===== src/ldc_pkg.sv =====
// constants and carrier types shared by the led driver control register bank
package ldc_pkg;
  localparam int CH_N = 10;
  localparam int FAULT_N = 12;
  // register addresses
  localparam logic [7:0] ADDR_EN_HI = 8'h00;
  localparam logic [7:0] ADDR_EN_LO = 8'h01;
  localparam logic [7:0] ADDR_PER_HI = 8'h02;
  localparam logic [7:0] ADDR_PER_LO = 8'h03;
  localparam logic [7:0] ADDR_OVP = 8'h04;
  localparam logic [7:0] ADDR_DITHER = 8'h05;
  localparam logic [7:0] ADDR_FMODE_HI = 8'h06;
  localparam logic [7:0] ADDR_FMODE_LO = 8'h07;
  localparam logic [7:0] ADDR_GROUP_HI = 8'h08;
  localparam logic [7:0] ADDR_GROUP_LO = 8'h09;
  localparam logic [7:0] ADDR_SDT_FIRST = 8'h0a;
  localparam logic [7:0] ADDR_SDT_LAST = 8'h0e;
  localparam logic [7:0] ADDR_AUX = 8'h0f;
  localparam logic [7:0] ADDR_TON_FIRST = 8'h10;
  localparam logic [7:0] ADDR_TON_LAST = 8'h23;
  localparam logic [7:0] ADDR_LOAD = 8'h24;
  localparam logic [7:0] ADDR_REGHYS = 8'h25;
  localparam logic [7:0] ADDR_CUR_FIRST = 8'h26;
  localparam logic [7:0] ADDR_CUR_LAST = 8'h2f;
  localparam logic [7:0] ADDR_FSTAT = 8'h30;
  localparam logic [7:0] ADDR_REGSTAT = 8'h32;
  localparam logic [7:0] ADDR_GSTAT = 8'h34;
  localparam logic [7:0] ADDR_SSTAT = 8'h36;
  localparam logic [7:0] ADDR_LAT_FAULT = 8'h38;
  localparam logic [7:0] ADDR_LAT_REG = 8'h3a;
  localparam logic [7:0] ADDR_LAT_GND = 8'h3c;
  localparam logic [7:0] ADDR_LAT_STR = 8'h3e;
  // field positions
  localparam int DERATE_BIT = 2;
  localparam int BLEED_BIT = 7;
  localparam int HEADROOM_BIT = 3;
  localparam int BAND_BIT = 1;
  localparam int SLOPE_BIT = 0;
  localparam int SDT_HI_LSB = 4;
  localparam int AUX1_LSB = 3;
  localparam int FAULT_REG_IDX = 7;
  localparam int FAULT_GND_IDX = 9;
  localparam int FAULT_STR_IDX = 11;
  // reset values
  localparam logic [9:0] EN_RST = 10'h000;
  localparam logic [12:0] PER_RST = 13'h0fff;
  localparam logic [4:0] OVP_RST = 5'h1c;
  localparam logic [11:0] FMODE_RST = 12'h000;
  localparam logic [11:0] FMODE_WR_MASK = 12'h6ff;
  localparam logic [15:0] TON_RST = 16'h0000;
  localparam logic [15:0] TON_FULL = 16'hffff;
  localparam logic [5:0] CUR_RST = 6'h1f;
  // scaling
  localparam logic [15:0] OVP_BASE_MV = 16'h1f40;
  localparam logic [15:0] OVP_STEP_MV = 16'h03e8;
  // timing
  localparam int CLK_HZ = 20000000;
  localparam int TON_STEP_NS = 150;
  localparam int PER_STEP_NS = 1500;
  localparam int TON_STEP_CYC = TON_STEP_NS * (CLK_HZ / 1000000) / 1000;
  localparam int PER_PER_TON = PER_STEP_NS / TON_STEP_NS;

  typedef struct packed {
    logic [4:0] ovp_code;
    logic [1:0] spread;
    logic derate;
    logic [11:0] fault_mode;
    logic bleed;
    logic headroom;
    logic band;
    logic slope;
    logic [1:0] aux_one;
    logic [1:0] aux_two;
  } ldc_cfg_t;

  typedef struct packed {
    logic [11:0] fault;
    logic [9:0] regul;
    logic [9:0] gnd;
    logic [9:0] str;
    logic ext_sync;
    logic startup_done;
  } ldc_stat_t;
endpackage


===== src/ldc_sync3.sv =====
// three-stage input synchroniser that accepts a change once stages two and three agree
`timescale 1ns/1ps
module ldc_sync3 #(
  parameter int W = 8
) (
  input wire logic mclk_in,
  input wire logic reset_in,
  input wire logic [W-1:0] async_in,
  output logic [W-1:0] sync_out
);
  logic [W-1:0] s1_q;
  logic [W-1:0] s2_q;
  logic [W-1:0] s3_q;
  logic [W-1:0] out_d;

  // stage one feeds stage two only
  assign out_d = (s2_q & s3_q) | (sync_out & (s2_q | s3_q));

  always_ff @(posedge mclk_in or posedge reset_in) begin
    if (reset_in) begin
      s1_q <= '0;
      s2_q <= '0;
      s3_q <= '0;
      sync_out <= '0;
    end else begin
      s1_q <= async_in;
      s2_q <= s1_q;
      s3_q <= s2_q;
      sync_out <= out_d;
    end
  end
endmodule // ldc_sync3


===== src/ldc_pwm_slot.sv =====
// one dimming channel: phase-shifted on-time compare against the shared period counter
`timescale 1ns/1ps
module ldc_pwm_slot
  import ldc_pkg::*;
(
  input wire logic mclk_in,
  input wire logic reset_in,
  input wire logic [16:0] count_in,
  input wire logic [16:0] period_in,
  input wire logic [16:0] start_in,
  input wire logic [15:0] ontime_in,
  input wire logic enable_in,
  output logic on_out
);
  logic [16:0] phase;
  logic full;
  logic on_d;

  assign phase = (count_in >= start_in) ? 17'(count_in - start_in)
                                        : 17'(count_in + period_in - start_in);
  assign full = (ontime_in == TON_FULL) || ({1'b0, ontime_in} > period_in);
  assign on_d = enable_in && (ontime_in != TON_RST)
                && (full || (phase < {1'b0, ontime_in}));

  always_ff @(posedge mclk_in or posedge reset_in) begin
    if (reset_in) begin
      on_out <= 1'b0;
    end else begin
      on_out <= on_d;
    end
  end
endmodule // ldc_pwm_slot


===== src/ldc_regbank.sv =====
// register bank, dimming timebase and fault reporting of the ten-channel led driver
`timescale 1ns/1ps
// Notes on behaviour
// - trip level is 8 V plus 1 V per step of the 5-bit code
// - trip code resets to 28, a 36 V trip level
// - bit 2 of the dither register enables thermal derating
// - 2-bit spread code, 5 percent per step, suppressed under external sync
// - 12-bit fault handling field; fixed bits keep default and ignore writes
// - ungrouped channel dims in its own slot with its own on-time
// - grouped channels follow slot and on-time of lowest chain member
// - grouping bit k joins channel k+2 to channel k+1
// - 3-bit short threshold per channel, two per register, five registers
// - on-time is 16 bits in 150 ns steps against the shared period
// - all-ones on-time or on-time beyond the period keeps channel on
// - on-times reset to zero and zero keeps the channel dark
// - on-times buffered until any write to the load strobe applies all
// - bleed load enabled by bit 7 applies during startup only
// - 6-bit current code, 1 mA steps over 1 mA base, reset 0x1f
// - twelve fault status bits; active-low fault pin low while any fault
// - fault bit clears when resolved, latched copy stays set
// - per-channel out-of-regulation bits, tied to fault 8
// - per-channel ground-short bits, tied to fault 10, halt initialisation
// - per-channel string-short bits, tied to fault 12
// - dimming period is code plus one times 1.5 us
// - per-channel enable bit switches each string
module ldc_regbank
  import ldc_pkg::*;
(
  input wire logic mclk_in,
  input wire logic reset_in,
  input wire logic reg_wr_in,
  input wire logic reg_rd_in,
  input wire logic [7:0] reg_addr_in,
  input wire logic [7:0] reg_wdata_in,
  output logic [7:0] reg_rdata_out,
  input wire logic [11:0] fault_in,
  input wire logic [9:0] regulation_in,
  input wire logic [9:0] gnd_short_in,
  input wire logic [9:0] str_short_in,
  input wire logic ext_sync_in,
  input wire logic startup_done_in,
  output logic [9:0] led_on_out,
  output logic fault_flag_pin_n_out,
  output logic init_halt_out,
  output logic bleed_load_out,
  output logic [15:0] ovp_trip_mv_out,
  output ldc_cfg_t cfg_out,
  output logic [29:0] short_threshold_out,
  output logic [59:0] sink_current_out
);
  // picks the byte of a 16-bit pair; even address holds the high byte
  function automatic logic [7:0] pair_byte(input logic [15:0] w, input logic lo);
    pair_byte = lo ? w[7:0] : w[15:8];
  endfunction

  logic [9:0] en_q;
  logic [12:0] per_q;
  logic [4:0] ovp_q;
  logic [2:0] dith_q;
  logic [11:0] fmode_q;
  logic [8:0] group_q;
  logic [2:0] sdt_q [CH_N];
  logic [4:0] aux_q;
  logic [7:0] ton_hi_q;
  logic [15:0] ton_buf_q [CH_N];
  logic [15:0] ton_act_q [CH_N];
  logic [3:0] reghys_q;
  logic [5:0] cur_q [CH_N];
  logic [11:0] lat_fault_q;
  logic [9:0] lat_reg_q;
  logic [9:0] lat_gnd_q;
  logic [9:0] lat_str_q;
  logic [1:0] pre_q;
  logic [16:0] cnt_q;
  ldc_stat_t st;

  ldc_sync3 #(.W($bits(ldc_stat_t))) u_sync (
    .mclk_in(mclk_in),
    .reset_in(reset_in),
    .async_in({fault_in, regulation_in, gnd_short_in, str_short_in, ext_sync_in,
               startup_done_in}),
    .sync_out(st)
  );

  // address decode
  logic [7:0] a;
  logic wr_en_hi, wr_en_lo, wr_per_hi, wr_per_lo, wr_ovp, wr_dith;
  logic wr_fm_hi, wr_fm_lo, wr_gr_hi, wr_gr_lo, wr_sdt, wr_aux;
  logic wr_ton, wr_ton_hi, wr_ton_lo, wr_load, wr_reghys, wr_cur;
  logic [7:0] sdt_off, ton_off, cur_off;
  logic [3:0] sdt_idx, ton_idx, cur_idx;
  assign a = reg_addr_in;
  assign wr_en_hi = reg_wr_in && (a == ADDR_EN_HI);
  assign wr_en_lo = reg_wr_in && (a == ADDR_EN_LO);
  assign wr_per_hi = reg_wr_in && (a == ADDR_PER_HI);
  assign wr_per_lo = reg_wr_in && (a == ADDR_PER_LO);
  assign wr_ovp = reg_wr_in && (a == ADDR_OVP);
  assign wr_dith = reg_wr_in && (a == ADDR_DITHER);
  assign wr_fm_hi = reg_wr_in && (a == ADDR_FMODE_HI);
  assign wr_fm_lo = reg_wr_in && (a == ADDR_FMODE_LO);
  assign wr_gr_hi = reg_wr_in && (a == ADDR_GROUP_HI);
  assign wr_gr_lo = reg_wr_in && (a == ADDR_GROUP_LO);
  assign wr_sdt = reg_wr_in && (a >= ADDR_SDT_FIRST) && (a <= ADDR_SDT_LAST);
  assign wr_aux = reg_wr_in && (a == ADDR_AUX);
  assign wr_ton = reg_wr_in && (a >= ADDR_TON_FIRST) && (a <= ADDR_TON_LAST);
  assign wr_ton_hi = wr_ton && !a[0];
  assign wr_ton_lo = wr_ton && a[0];
  assign wr_load = reg_wr_in && (a == ADDR_LOAD);
  assign wr_reghys = reg_wr_in && (a == ADDR_REGHYS);
  assign wr_cur = reg_wr_in && (a >= ADDR_CUR_FIRST) && (a <= ADDR_CUR_LAST);
  assign sdt_off = 8'(a - ADDR_SDT_FIRST);
  assign ton_off = 8'(a - ADDR_TON_FIRST);
  assign cur_off = 8'(a - ADDR_CUR_FIRST);
  assign sdt_idx = {sdt_off[2:0], 1'b0};
  assign ton_idx = ton_off[4:1];
  assign cur_idx = cur_off[3:0];

  // configuration registers
  always_ff @(posedge mclk_in or posedge reset_in) begin
    if (reset_in) begin
      en_q <= EN_RST;
      per_q <= PER_RST;
      ovp_q <= OVP_RST;
      dith_q <= '0;
      fmode_q <= FMODE_RST;
      group_q <= '0;
      aux_q <= '0;
      reghys_q <= '0;
      ton_hi_q <= '0;
    end else begin
      if (wr_en_hi) en_q[9:8] <= reg_wdata_in[1:0];
      if (wr_en_lo) en_q[7:0] <= reg_wdata_in;
      if (wr_per_hi) per_q[12:8] <= reg_wdata_in[4:0];
      if (wr_per_lo) per_q[7:0] <= reg_wdata_in;
      if (wr_ovp) ovp_q <= reg_wdata_in[4:0];
      if (wr_dith) dith_q <= reg_wdata_in[2:0];
      // protected fault-mode bits keep their default
      if (wr_fm_hi) begin
        fmode_q[11:8] <= (reg_wdata_in[3:0] & FMODE_WR_MASK[11:8])
                         | (FMODE_RST[11:8] & ~FMODE_WR_MASK[11:8]);
      end
      if (wr_fm_lo) begin
        fmode_q[7:0] <= (reg_wdata_in & FMODE_WR_MASK[7:0])
                        | (FMODE_RST[7:0] & ~FMODE_WR_MASK[7:0]);
      end
      if (wr_gr_hi) group_q[8] <= reg_wdata_in[0];
      if (wr_gr_lo) group_q[7:0] <= reg_wdata_in;
      if (wr_aux) aux_q <= reg_wdata_in[4:0];
      if (wr_reghys) begin
        reghys_q <= {reg_wdata_in[BLEED_BIT], reg_wdata_in[HEADROOM_BIT],
                     reg_wdata_in[BAND_BIT], reg_wdata_in[SLOPE_BIT]};
      end
      if (wr_ton_hi) ton_hi_q <= reg_wdata_in;
    end
  end

  // per-channel arrays; buffered on-times reach the active set only on the strobe
  genvar gi;
  generate
    for (gi = 0; gi < CH_N; gi++) begin : g_ch
      always_ff @(posedge mclk_in or posedge reset_in) begin
        if (reset_in) begin
          sdt_q[gi] <= '0;
          cur_q[gi] <= CUR_RST;
          ton_buf_q[gi] <= TON_RST;
          ton_act_q[gi] <= TON_RST;
        end else begin
          if (wr_sdt && (sdt_idx == 4'(gi))) sdt_q[gi] <= reg_wdata_in[6:4];
          if (wr_sdt && (sdt_idx + 4'h1 == 4'(gi))) sdt_q[gi] <= reg_wdata_in[2:0];
          if (wr_cur && (cur_idx == 4'(gi))) cur_q[gi] <= reg_wdata_in[5:0];
          // low byte completes the pair; only then does the buffer change
          if (wr_ton_lo && (ton_idx == 4'(gi))) begin
            ton_buf_q[gi] <= {ton_hi_q, reg_wdata_in};
          end
          if (wr_load) ton_act_q[gi] <= ton_buf_q[gi];
        end
      end
      assign short_threshold_out[gi*3 +: 3] = sdt_q[gi];
      assign sink_current_out[gi*6 +: 6] = cur_q[gi];
    end
  endgenerate

  // dimming timebase: 150 ns tick, period in ticks is ten per 1.5 us step
  logic tick;
  logic [16:0] per_ticks;
  logic [16:0] slot_w;
  assign tick = (pre_q == 2'(TON_STEP_CYC - 1));
  assign slot_w = {4'h0, per_q} + 17'h00001;
  assign per_ticks = 17'(slot_w * 17'(PER_PER_TON));

  always_ff @(posedge mclk_in or posedge reset_in) begin
    if (reset_in) begin
      pre_q <= '0;
      cnt_q <= '0;
    end else begin
      pre_q <= tick ? 2'h0 : 2'(pre_q + 2'h1);
      if (tick) cnt_q <= (cnt_q >= per_ticks - 17'h00001) ? 17'h0 : 17'(cnt_q + 17'h1);
    end
  end

  // group leader: channel i follows channel i-1 when grouping bit i-1 is set
  logic [3:0] lead [CH_N];
  assign lead[0] = 4'h0;
  generate
    for (gi = 1; gi < CH_N; gi++) begin : g_lead
      assign lead[gi] = group_q[gi-1] ? lead[gi-1] : 4'(gi);
    end
    for (gi = 0; gi < CH_N; gi++) begin : g_pwm
      logic [16:0] start;
      assign start = 17'(slot_w * {13'h0, lead[gi]});
      ldc_pwm_slot u_slot (
        .mclk_in(mclk_in),
        .reset_in(reset_in),
        .count_in(cnt_q),
        .period_in(per_ticks),
        .start_in(start),
        .ontime_in(ton_act_q[lead[gi]]),
        .enable_in(en_q[gi]),
        .on_out(led_on_out[gi])
      );
    end
  endgenerate

  // status: per-channel bits fold into their general fault numbers
  logic [11:0] fault_now;
  always_comb begin
    fault_now = st.fault;
    fault_now[FAULT_REG_IDX] = st.fault[FAULT_REG_IDX] | (|st.regul);
    fault_now[FAULT_GND_IDX] = st.fault[FAULT_GND_IDX] | (|st.gnd);
    fault_now[FAULT_STR_IDX] = st.fault[FAULT_STR_IDX] | (|st.str);
  end

  // latched history cleared by reading; a new event in the same cycle wins
  logic rd_lf_hi, rd_lf_lo, rd_lr_hi, rd_lr_lo, rd_lg_hi, rd_lg_lo, rd_ls_hi, rd_ls_lo;
  logic [11:0] clr_lf;
  logic [9:0] clr_lr, clr_lg, clr_ls;
  assign rd_lf_hi = reg_rd_in && (a == ADDR_LAT_FAULT);
  assign rd_lf_lo = reg_rd_in && (a == ADDR_LAT_FAULT + 8'h01);
  assign rd_lr_hi = reg_rd_in && (a == ADDR_LAT_REG);
  assign rd_lr_lo = reg_rd_in && (a == ADDR_LAT_REG + 8'h01);
  assign rd_lg_hi = reg_rd_in && (a == ADDR_LAT_GND);
  assign rd_lg_lo = reg_rd_in && (a == ADDR_LAT_GND + 8'h01);
  assign rd_ls_hi = reg_rd_in && (a == ADDR_LAT_STR);
  assign rd_ls_lo = reg_rd_in && (a == ADDR_LAT_STR + 8'h01);
  assign clr_lf = {{4{rd_lf_hi}}, {8{rd_lf_lo}}};
  assign clr_lr = {{2{rd_lr_hi}}, {8{rd_lr_lo}}};
  assign clr_lg = {{2{rd_lg_hi}}, {8{rd_lg_lo}}};
  assign clr_ls = {{2{rd_ls_hi}}, {8{rd_ls_lo}}};

  always_ff @(posedge mclk_in or posedge reset_in) begin
    if (reset_in) begin
      lat_fault_q <= '0;
      lat_reg_q <= '0;
      lat_gnd_q <= '0;
      lat_str_q <= '0;
    end else begin
      lat_fault_q <= (lat_fault_q & ~clr_lf) | fault_now;
      lat_reg_q <= (lat_reg_q & ~clr_lr) | st.regul;
      lat_gnd_q <= (lat_gnd_q & ~clr_lg) | st.gnd;
      lat_str_q <= (lat_str_q & ~clr_ls) | st.str;
    end
  end

  // read data; the load strobe and unmapped addresses read zero
  logic [7:0] rd_d;
  logic lo;
  assign lo = a[0];
  always_comb begin
    rd_d = 8'h00;
    if (a == ADDR_EN_HI || a == ADDR_EN_LO) begin
      rd_d = pair_byte({6'h0, en_q}, lo);
    end else if (a == ADDR_PER_HI || a == ADDR_PER_LO) begin
      rd_d = pair_byte({3'h0, per_q}, lo);
    end else if (a == ADDR_OVP) begin
      rd_d = {3'h0, ovp_q};
    end else if (a == ADDR_DITHER) begin
      rd_d = {5'h0, dith_q};
    end else if (a == ADDR_FMODE_HI || a == ADDR_FMODE_LO) begin
      rd_d = pair_byte({4'h0, fmode_q}, lo);
    end else if (a == ADDR_GROUP_HI || a == ADDR_GROUP_LO) begin
      rd_d = pair_byte({7'h0, group_q}, lo);
    end else if (a >= ADDR_SDT_FIRST && a <= ADDR_SDT_LAST) begin
      rd_d = {1'b0, sdt_q[sdt_idx], 1'b0, sdt_q[sdt_idx + 4'h1]};
    end else if (a == ADDR_AUX) begin
      rd_d = {3'h0, aux_q};
    end else if (a >= ADDR_TON_FIRST && a <= ADDR_TON_LAST) begin
      rd_d = pair_byte(ton_buf_q[ton_idx], lo);
    end else if (a == ADDR_REGHYS) begin
      rd_d = {reghys_q[3], 3'h0, reghys_q[2], 1'b0, reghys_q[1], reghys_q[0]};
    end else if (a >= ADDR_CUR_FIRST && a <= ADDR_CUR_LAST) begin
      rd_d = {2'h0, cur_q[cur_idx]};
    end else if (a == ADDR_FSTAT || a == ADDR_FSTAT + 8'h01) begin
      rd_d = pair_byte({4'h0, fault_now}, lo);
    end else if (a == ADDR_REGSTAT || a == ADDR_REGSTAT + 8'h01) begin
      rd_d = pair_byte({6'h0, st.regul}, lo);
    end else if (a == ADDR_GSTAT || a == ADDR_GSTAT + 8'h01) begin
      rd_d = pair_byte({6'h0, st.gnd}, lo);
    end else if (a == ADDR_SSTAT || a == ADDR_SSTAT + 8'h01) begin
      rd_d = pair_byte({6'h0, st.str}, lo);
    end else if (a == ADDR_LAT_FAULT || a == ADDR_LAT_FAULT + 8'h01) begin
      rd_d = pair_byte({4'h0, lat_fault_q}, lo);
    end else if (a == ADDR_LAT_REG || a == ADDR_LAT_REG + 8'h01) begin
      rd_d = pair_byte({6'h0, lat_reg_q}, lo);
    end else if (a == ADDR_LAT_GND || a == ADDR_LAT_GND + 8'h01) begin
      rd_d = pair_byte({6'h0, lat_gnd_q}, lo);
    end else if (a == ADDR_LAT_STR || a == ADDR_LAT_STR + 8'h01) begin
      rd_d = pair_byte({6'h0, lat_str_q}, lo);
    end
  end

  // derived outputs, all registered
  ldc_cfg_t cfg_d;
  logic [15:0] ovp_mv_d;
  always_comb begin
    cfg_d.ovp_code = ovp_q;
    cfg_d.spread = st.ext_sync ? 2'h0 : dith_q[1:0];
    cfg_d.derate = dith_q[DERATE_BIT];
    cfg_d.fault_mode = fmode_q;
    cfg_d.bleed = reghys_q[3];
    cfg_d.headroom = reghys_q[2];
    cfg_d.band = reghys_q[1];
    cfg_d.slope = reghys_q[0];
    cfg_d.aux_one = aux_q[AUX1_LSB +: 2];
    cfg_d.aux_two = aux_q[1:0];
  end
  assign ovp_mv_d = 16'(OVP_BASE_MV + OVP_STEP_MV * {11'h0, ovp_q});

  always_ff @(posedge mclk_in or posedge reset_in) begin
    if (reset_in) begin
      reg_rdata_out <= 8'h00;
      fault_flag_pin_n_out <= 1'b1;
      init_halt_out <= 1'b0;
      bleed_load_out <= 1'b0;
      ovp_trip_mv_out <= 16'(OVP_BASE_MV + OVP_STEP_MV * {11'h0, OVP_RST});
      cfg_out <= '0;
    end else begin
      if (reg_rd_in) reg_rdata_out <= rd_d;
      fault_flag_pin_n_out <= ~(|fault_now);
      init_halt_out <= (|st.gnd) && !st.startup_done;
      bleed_load_out <= reghys_q[3] && !st.startup_done;
      ovp_trip_mv_out <= ovp_mv_d;
      cfg_out <= cfg_d;
    end
  end
endmodule // ldc_regbank


===== config.mk =====
export PLATFORM = sky130hd
export DESIGN_NAME = ldc_regbank
export DESIGN_NICKNAME = d
export VERILOG_FILES = /design/src/ldc_pkg.sv /design/src/ldc_sync3.sv /design/src/ldc_pwm_slot.sv /design/src/ldc_regbank.sv
export SDC_FILE = /design/constraint.sdc
export NUM_CORES = 2
export LEC_CHECK = 0
export BUFFER_PORTS_ARGS = -buffer_cell sky130_fd_sc_hd__buf_2
export CORE_MARGIN = 3
export CORE_UTILIZATION = 55
export CTS_CLUSTER_DIAMETER = 120
export DETAILED_ROUTE_END_ITERATION = 8
export GPL_TIMING_DRIVEN = 0
export PLACE_DENSITY = 0.79
export SKIP_LAST_GASP = 1
export SLEW_MARGIN = 20
export SYNTH_ARGS = -nofsm -noshare
export SYNTH_HDL_FRONTEND = slang
export SYNTH_SLANG_ARGS = --single-unit

===== constraint.sdc =====
create_clock -name mclk_in -period 30 [get_ports mclk_in]
set_clock_uncertainty 0.2 [all_clocks]
set_input_delay 4.5 -clock mclk_in [delete_from_list [all_inputs] [get_ports mclk_in]]
set_output_delay 4.5 -clock mclk_in [all_outputs]
set_load 0.05 [all_outputs]

# After elaboration in Yosys (flattened, before gate mapping)
# Cells that the tools add are included.
[totals]
latchBits = 0
mem_count = 0
mem_bits_rw = 0
rom_bits = 0
regBits = 777
[classes]
n_mul = 11
add_sub_neg = 28
bitwise = 33
reduce_logical = 147
n_eq_ne = 70
n_mux = 108
n_shift = 0
magnitude_cmp = 50
div = 0
[op_table]
columns = ["cell", "count"]
rows = [
  ["binary-select mux 16 bit (select 4 bit)", 10],
  ["2-to-1 mux 16 bit", 20],
  ["2-to-1 mux 8 bit", 32],
  ["subtractor 17 bit", 12],
  ["2-to-1 mux 17 bit", 11],
  ["greater-than comparator 16 x 17 -> 1 bit", 10],
  ["less-than comparator 17 x 16 -> 1 bit", 10],
  ["equality test 16 bit, second input constant", 10],
  ["nonzero test 16 bit", 10],
  ["equality test 8 x 6 -> 1 bit, second input constant", 18],
  [">= comparator 17 bit", 7],
  ["logical AND 1 bit", 89],
  ["AND 44 bit", 2],
  ["OR 44 bit", 2],
  ["2-to-1 mux 3 bit", 23],
  ["multiplier 14 x 3 -> 17 bit", 4],
  ["subtractor 17 x 16 -> 17 bit", 4],
  [">= comparator 5 bit, second input constant", 13],
  ["equality test 4 x 3 -> 1 bit, second input constant", 12],
  [">= comparator 17 x 16 -> 1 bit", 2],
  ["multiplier 14 x 4 -> 17 bit", 2],
  ["subtractor 17 x 15 -> 17 bit", 2],
  ["equality test 8 x 3 -> 1 bit, second input constant", 4],
  ["logical OR 1 bit", 32],
  ["other kinds (55)", 106],
]

# Logic depth before layout (Yosys ltp)
[depth]
ltp_word = 21
mapped_depth = 44
depth_no_buf = 42

# By module
# Synthesis repeated with hierarchy kept, for this count alone.
[hier_totals]
cells_unflattened = 8971
area_unflattened_um2 = 78879.4
[by_module_without_submodules]
columns = ["module", "cells_each", "n_inst", "area_per_inst_um2", "seq_area_each_um2"]
rows = [
  ["ldc_regbank", 4439, 1, 42776.0, 14752.9],
  ["ldc_pwm_slot (g_pwm[2].u_slot ...)", 433, 6, 3144.3, 25.0],
  ["ldc_pwm_slot (g_pwm[0].u_slot ...)", 426, 2, 3072.9, 25.0],
  ["ldc_sync3", 221, 1, 4903.5, 4404.2],
  ["ldc_pwm_slot (g_pwm[3].u_slot)", 437, 1, 3158.0, 25.0],
  ["ldc_pwm_slot (g_pwm[1].u_slot)", 424, 1, 3030.4, 25.0],
]

# Worst setup path after synthesis
# OpenSTA, ideal clock, no wires.
[synth_path]
kind = "register -> register"
start = "reg group_q[3]"
end = "reg g_pwm[9].u_slot.on_out"
path_slack_ns = 20.725
arrival_ns = 8.998
path_stages_with_launch = 42
setup_time_ns = 0.077
path_cell_list = "dfrtp_1 buf_2 and2_1 clkbuf_1 nand3_1 clkbuf_1 clkbuf_1 buf_1 buf_1 nand3_1 fa_1 inv_1 fa_1 inv_1 fa_1 nor2b_1 o31a_1 o221ai_1 [... 6 more ...] maj3_1 a32oi_2 a31oi_4 clkbuf_1 nand2_1 o21ai_0 ha_1 a21o_1 a21o_1 a21oi_1 o21ai_0 a21o_1 a21oi_1 o21ai_0 o2111a_1 a2111oi_0 o211ai_1 a21oi_1"
[synth_via]
elab_chain_len = 14
[synth_lines]
columns = ["item", "line", "rtl"]
rows = [
  ["from (decl)", "ldc_regbank.sv:61", "logic [8:0] group_q;"],
  ["from (signal assigned)", "ldc_regbank.sv:147", "if (wr_gr_lo) group_q[7:0] <= reg_wdata_in;"],
  ["2-to-1 mux 3 bit (*) (4 in series)", "ldc_regbank.sv:206", "assign lead[gi] = group_q[gi-1] ? lead[gi-1] : 4'(gi);"],
  ["2-to-1 mux 4 bit (*) (2 in series)", "ldc_regbank.sv:206", ""],
  ["branches (longest 7 deep; another with multiplier 14 x 4 -> 17 bit)", "-", ""],
  ["logical AND 1 bit (*)", "ldc_pwm_slot.sv:23", "&& (full || (phase < {1'b0, ontime_in}));"],
  ["named net g_pwm[9].u_slot.on_d", "ldc_pwm_slot.sv:17", "logic on_d;"],
  ["to (signal assigned)", "ldc_pwm_slot.sv:29", "on_out <= on_d;"],
  ["to (decl)", "ldc_pwm_slot.sv:13", "output logic on_out"],
]
# Mark *: on every way through the listed nets, which the timed path passes. The select of a mux whose other input is x is not followed.
# A chain may end at the register's enable or synchronous reset.

# Worst setup path after layout
# Same ends and word-level chain as after synthesis.

==> summary.md <==
| Metric | Value |
|---|---|
| FF-to-FF setup slack | 16.81 ns |
| Max-cap viol count | 0 |
| PwrDens | ~76 mW/mm^2 |
| # Post-CTS Setup Buffers | 0 |
| DRT antenna net count | 0 |
| Synth cell types | 100 |
| Deepest clock path buffer count | 3 |
| Die H | 361.3 microns |
| Final setup vio count | 0 |
| Layout cells sized above 1 | 0.1441 |
| Worst-path fanout max | 10 |
| DR vias | approximately 70000 |
| Rows | 129 |
| Outcome | completed |
| Peak supply drop | 0.08065 mV |
| Final worst-path cycle share | 0.4395 |
| TritonCTS clock tree | yes |
| DR WL/cell | roughly 35 microns |
| CP required | 30.36 ns |
| Clk sink count | 772 |
| PnR worst setup slack | 16.81 ns |
| Tightest Pin Transition | 1.402 ns |
| Synth warn | 0 |
| H-tree depth | 3 |
| Crit-path slowest cell | clkbuf_1 |
| Final HPWL DP | 262.3 mm |
| Leak | 0.03637 uW |
| Type of origin of the critical path | flip-flop |
| Resize count post-CTS | 0 |
| WP buf/inv | 9 |
| Hold Path Origin | u_sync.s1_q[42]$_DFF_PP0_ |
| Number of I/O port buffers | approximately 210 |
| Reg2Reg Capture Point | g_pwm[9].u_slot.on_out$_DFF_PP0_ |
| Tmin final | 13.19 ns |
| Total track usage | 0.5127 |
| Pre-CTS setup slack | 17.39 ns |
| Yosys reg bits | 772 |
| Vias in the first global route | around 67000 |
| Hold buffers post-CTS | 0 |
| IO Count | roughly 220 |
| Die area | 0.1305 sq mm |
| HP Class | reg2reg |
| Number of flops mapped to enable cells by yosys | 0 |
| Rel. slew slack | 0.06565 |
| Global-route wire length before repair | 483.1 mm |
| Cell area after synthesis | 0.06943 sq mm |
| Final wirelength | between 300 and 400 mm |
| Area Overhead vs Synth | 10.53% |
| Syn Inst Count | slightly below 8000 |
| Syn Area/Cell | roughly 8.9 sq um |
| Worst setup EP type | flip-flop |
| First drt pass iteration count | 8 |
| Setup CP Type | reg2reg |
| Seq/Total Area, Yosys | 0.2795 |
| CP max stage delay | 0.90 ns |
| RSZ-0062 raised after global routing | false |
| Routability cong. | approximately 1.1 |
| Worst path top cell family by delay | compound AO/OA/AOI/OAI gates |
| Iter 0 DRT Violations | between 10000 and 15000 |
| Pin count of the biggest net entering global routing | roughly 110 |
| Endpoint, Worst Hold | u_sync.s2_q[42]$_DFF_PP0_ |
| FF-to-FF Start | group_q[3]$_DFFE_PP0P_ |
| Clock-pin slew on the worst setup and hold paths | 0.06 ns |
| Most common flop cell mapped by yosys | dfrtp_1 |
| Remaining global-route overflow | 0 |
| Clock Latency Late Sink | 0.75 ns |
| Max Slew Vio Count | 0 |
| Crit path DAT | ~14 ns |
| Core area | 0.1244 sq mm |
| Total power | 5819 uW |
| Min-Delay Path Depth | 0 |
| Remaining DRCs | 0 |
| Synth async-reset ratio | 1.000 |
| Num CTS Buffers | 79 |
| Reg2reg path depth | 41 |
| CTS root buf | clkbuf_16 |
| Effective utilization at floorplan | 0.5579 |
| Initial antenna violation count | 47 |
| F_max | ~76 MHz |
| Fin. Hold Viols | 0 |
| Final #Nets | around 9100 |
| Avg Vias per Cell | 7.101 |
| Die W | 361.3 microns |
cell usage after synthesis, types with 17 or more instances:
cell type  count  share of area
a211oi_1      52         0.0056
xnor2_1      233          0.029
a311oi_1      24         0.0030
nor2b_1      112          0.010
and3_1        49         0.0044
nand2_1      758          0.041
inv_1        559          0.030
dfstp_2       71          0.027
o21bai_1      57         0.0062
ha_1         786           0.14
and2_1        23         0.0021
a21o_1       193          0.021
dfrtp_1      701           0.25
buf_2         28         0.0020
mux2i_1      128          0.018
nand4_1      119          0.011
clkbuf_1     223          0.012
a2111oi_0     27         0.0034
o22ai_1       25         0.0023
or2_2         17         0.0015
a221oi_1      39         0.0049
o2111ai_1     22         0.0028
nor4_1        62         0.0056
a31oi_1       82         0.0074
o21a_1        72         0.0078
o31ai_1       30         0.0032
xor2_1       158          0.020
buf_4         20         0.0022
nand3_1      234          0.017
a211o_1       17         0.0021
a21oi_1      506          0.036
or3_1         38         0.0034
buf_1         58         0.0031
nand2b_1      74         0.0067
o211ai_1      59         0.0064
nor2_1       566          0.031
mux4_2        23         0.0075
o221ai_1      21         0.0026
a21boi_0      22         0.0024
nor3_1       162          0.012
o21ai_0      370          0.027
mux2_2       511          0.083
maj3_1        53         0.0076
fa_1         132          0.038
o41ai_1       23         0.0029
metal layers:
metal / up-vias / GRT usage / routed length, microns
met5: - / 0 / 170
met1: 33560 / 0.6096 / 119600
met4: 28 / 0.4550 / 39470
met2: 5898 / 0.7368 / 138600
li1: 28760 / - / -
met3: 1893 / 0.1736 / 46150
metrics by stage:
stage,hold slack [ns],area [sq um],std cells,setup TNS [ns],util
finish,0.1288,76740,9878,0,0.6167
global route,0.1470,76640,9838,0,0.6159
CTS,0.1413,76610,9834,0,0.6156
detailed placement,0.1347,73750,9691,0,0.5927
global placement,0.1320,72530,9636,-2453.79,0.5828
floorplan,0.1312,69450,7792,0,-
logic make-up (layout without fill, tap and decap cells):
kind of cell               Yosys count  count (layout)  share of synthesized area
AOI/OAI and AO/OA                 1809            1809                     0.1701
xor gates and xnor gates           397             397                    0.05136
adders and majority gates          971             971                     0.1873
buffers and inverters              903            1308                    0.05107
DFF                                772             772                     0.2795
muxes                              662             662                     0.1088
other                                1              49                 0.00005401
and+or+nand+nor                   2273            2273                     0.1518
worst max path at each step:
| stage | from | to | slack [ns] | cells past startpoint |
|---|---|---|---|---|
| 2_1_floorplan | reset_in | aux_q[0]$_DFFE_PP0P_ | 3.75 | 1 |
| 3_3_place_gp | reset_in | g_pwm[7].u_slot.on_out$_DFF_PP0_ | -3.61 | 2 |
| 3_5_place_dp | group_q[3]$_DFFE_PP0P_ | g_pwm[9].u_slot.on_out$_DFF_PP0_ | 17.39 | 41 |
| 4_1_cts | group_q[3]$_DFFE_PP0P_ | g_pwm[9].u_slot.on_out$_DFF_PP0_ | 17.36 | 41 |
| 5_1_grt | group_q[3]$_DFFE_PP0P_ | g_pwm[9].u_slot.on_out$_DFF_PP0_ | 16.41 | 41 |
| 6_report | group_q[3]$_DFFE_PP0P_ | g_pwm[9].u_slot.on_out$_DFF_PP0_ | 16.81 | 41 |
cell usage in the layout, fill, tap and decap left out, drive strengths merged, types with 30 or more instances in the layout:
| cell type | count |
|---|---|
| fa | 132 |
| o21a | 72 |
| inv | 568 |
| a211oi | 53 |
| xnor2 | 234 |
| diode | 44 |
| a21o | 193 |
| nand3 | 234 |
| nor3 | 162 |
| nor2b | 112 |
| xor2 | 158 |
| dfstp | 71 |
| mux2i | 128 |
| o21ai | 376 |
| and3 | 49 |
| a21oi | 508 |
| a221oi | 39 |
| nand2b | 75 |
| buf | 372 |
| or3 | 38 |
| o31ai | 30 |
| nand2 | 758 |
| a31oi | 83 |
| nand4 | 119 |
| ha | 786 |
| mux2 | 511 |
| clkinv | 30 |
| o21bai | 57 |
| dfrtp | 701 |
| maj3 | 53 |
| nor4 | 63 |
| nor2 | 566 |
| clkbuf | 324 |
| o211ai | 59 |
sequential cells by signal (all words and copies together), names as in the netlist, 13 cells and up:
| signal | cells |
|---|---|
| cfg_out | 26 |
| cnt_q | 17 |
| per_q | 13 |
| short_threshold_out | 30 |
| sink_current_out | 60 |
| ton_act_q | 160 |
| ton_buf_q | 160 |
| u_sync.s1_q | 44 |
| u_sync.s2_q | 44 |
| u_sync.s3_q | 44 |
| u_sync.sync_out | 44 |
report_power, final:
| part | total (uW) | leakage [uW] | switching [uW] | internal [uW] |
|---|---|---|---|---|
| Clock | 1100 | 0.00140 | 484 | 616 |
| Combinational | 3550 | 0.0252 | 2200 | 1350 |
| Sequential | 1160 | 0.00976 | 74.7 | 1090 |
| Total | 5820 | 0.0364 | 2760 | 3060 |
final cells by class:
class / count / area (sq um)
fillers: 10410 / 47700
well taps: 1637 / 2048
inverters: 567 / 2137
clock buffers: 98 / 2188
flip-flops and latches: 772 / 19430
repair buffers: 262 / 1954
multi-input cells: 6117 / 46780
diodes: 44 / 110.1
clock inverters: 45 / 664.4
plain buffers: 336 / 1434
Note: power is estimated with default switching activity, not from simulation.
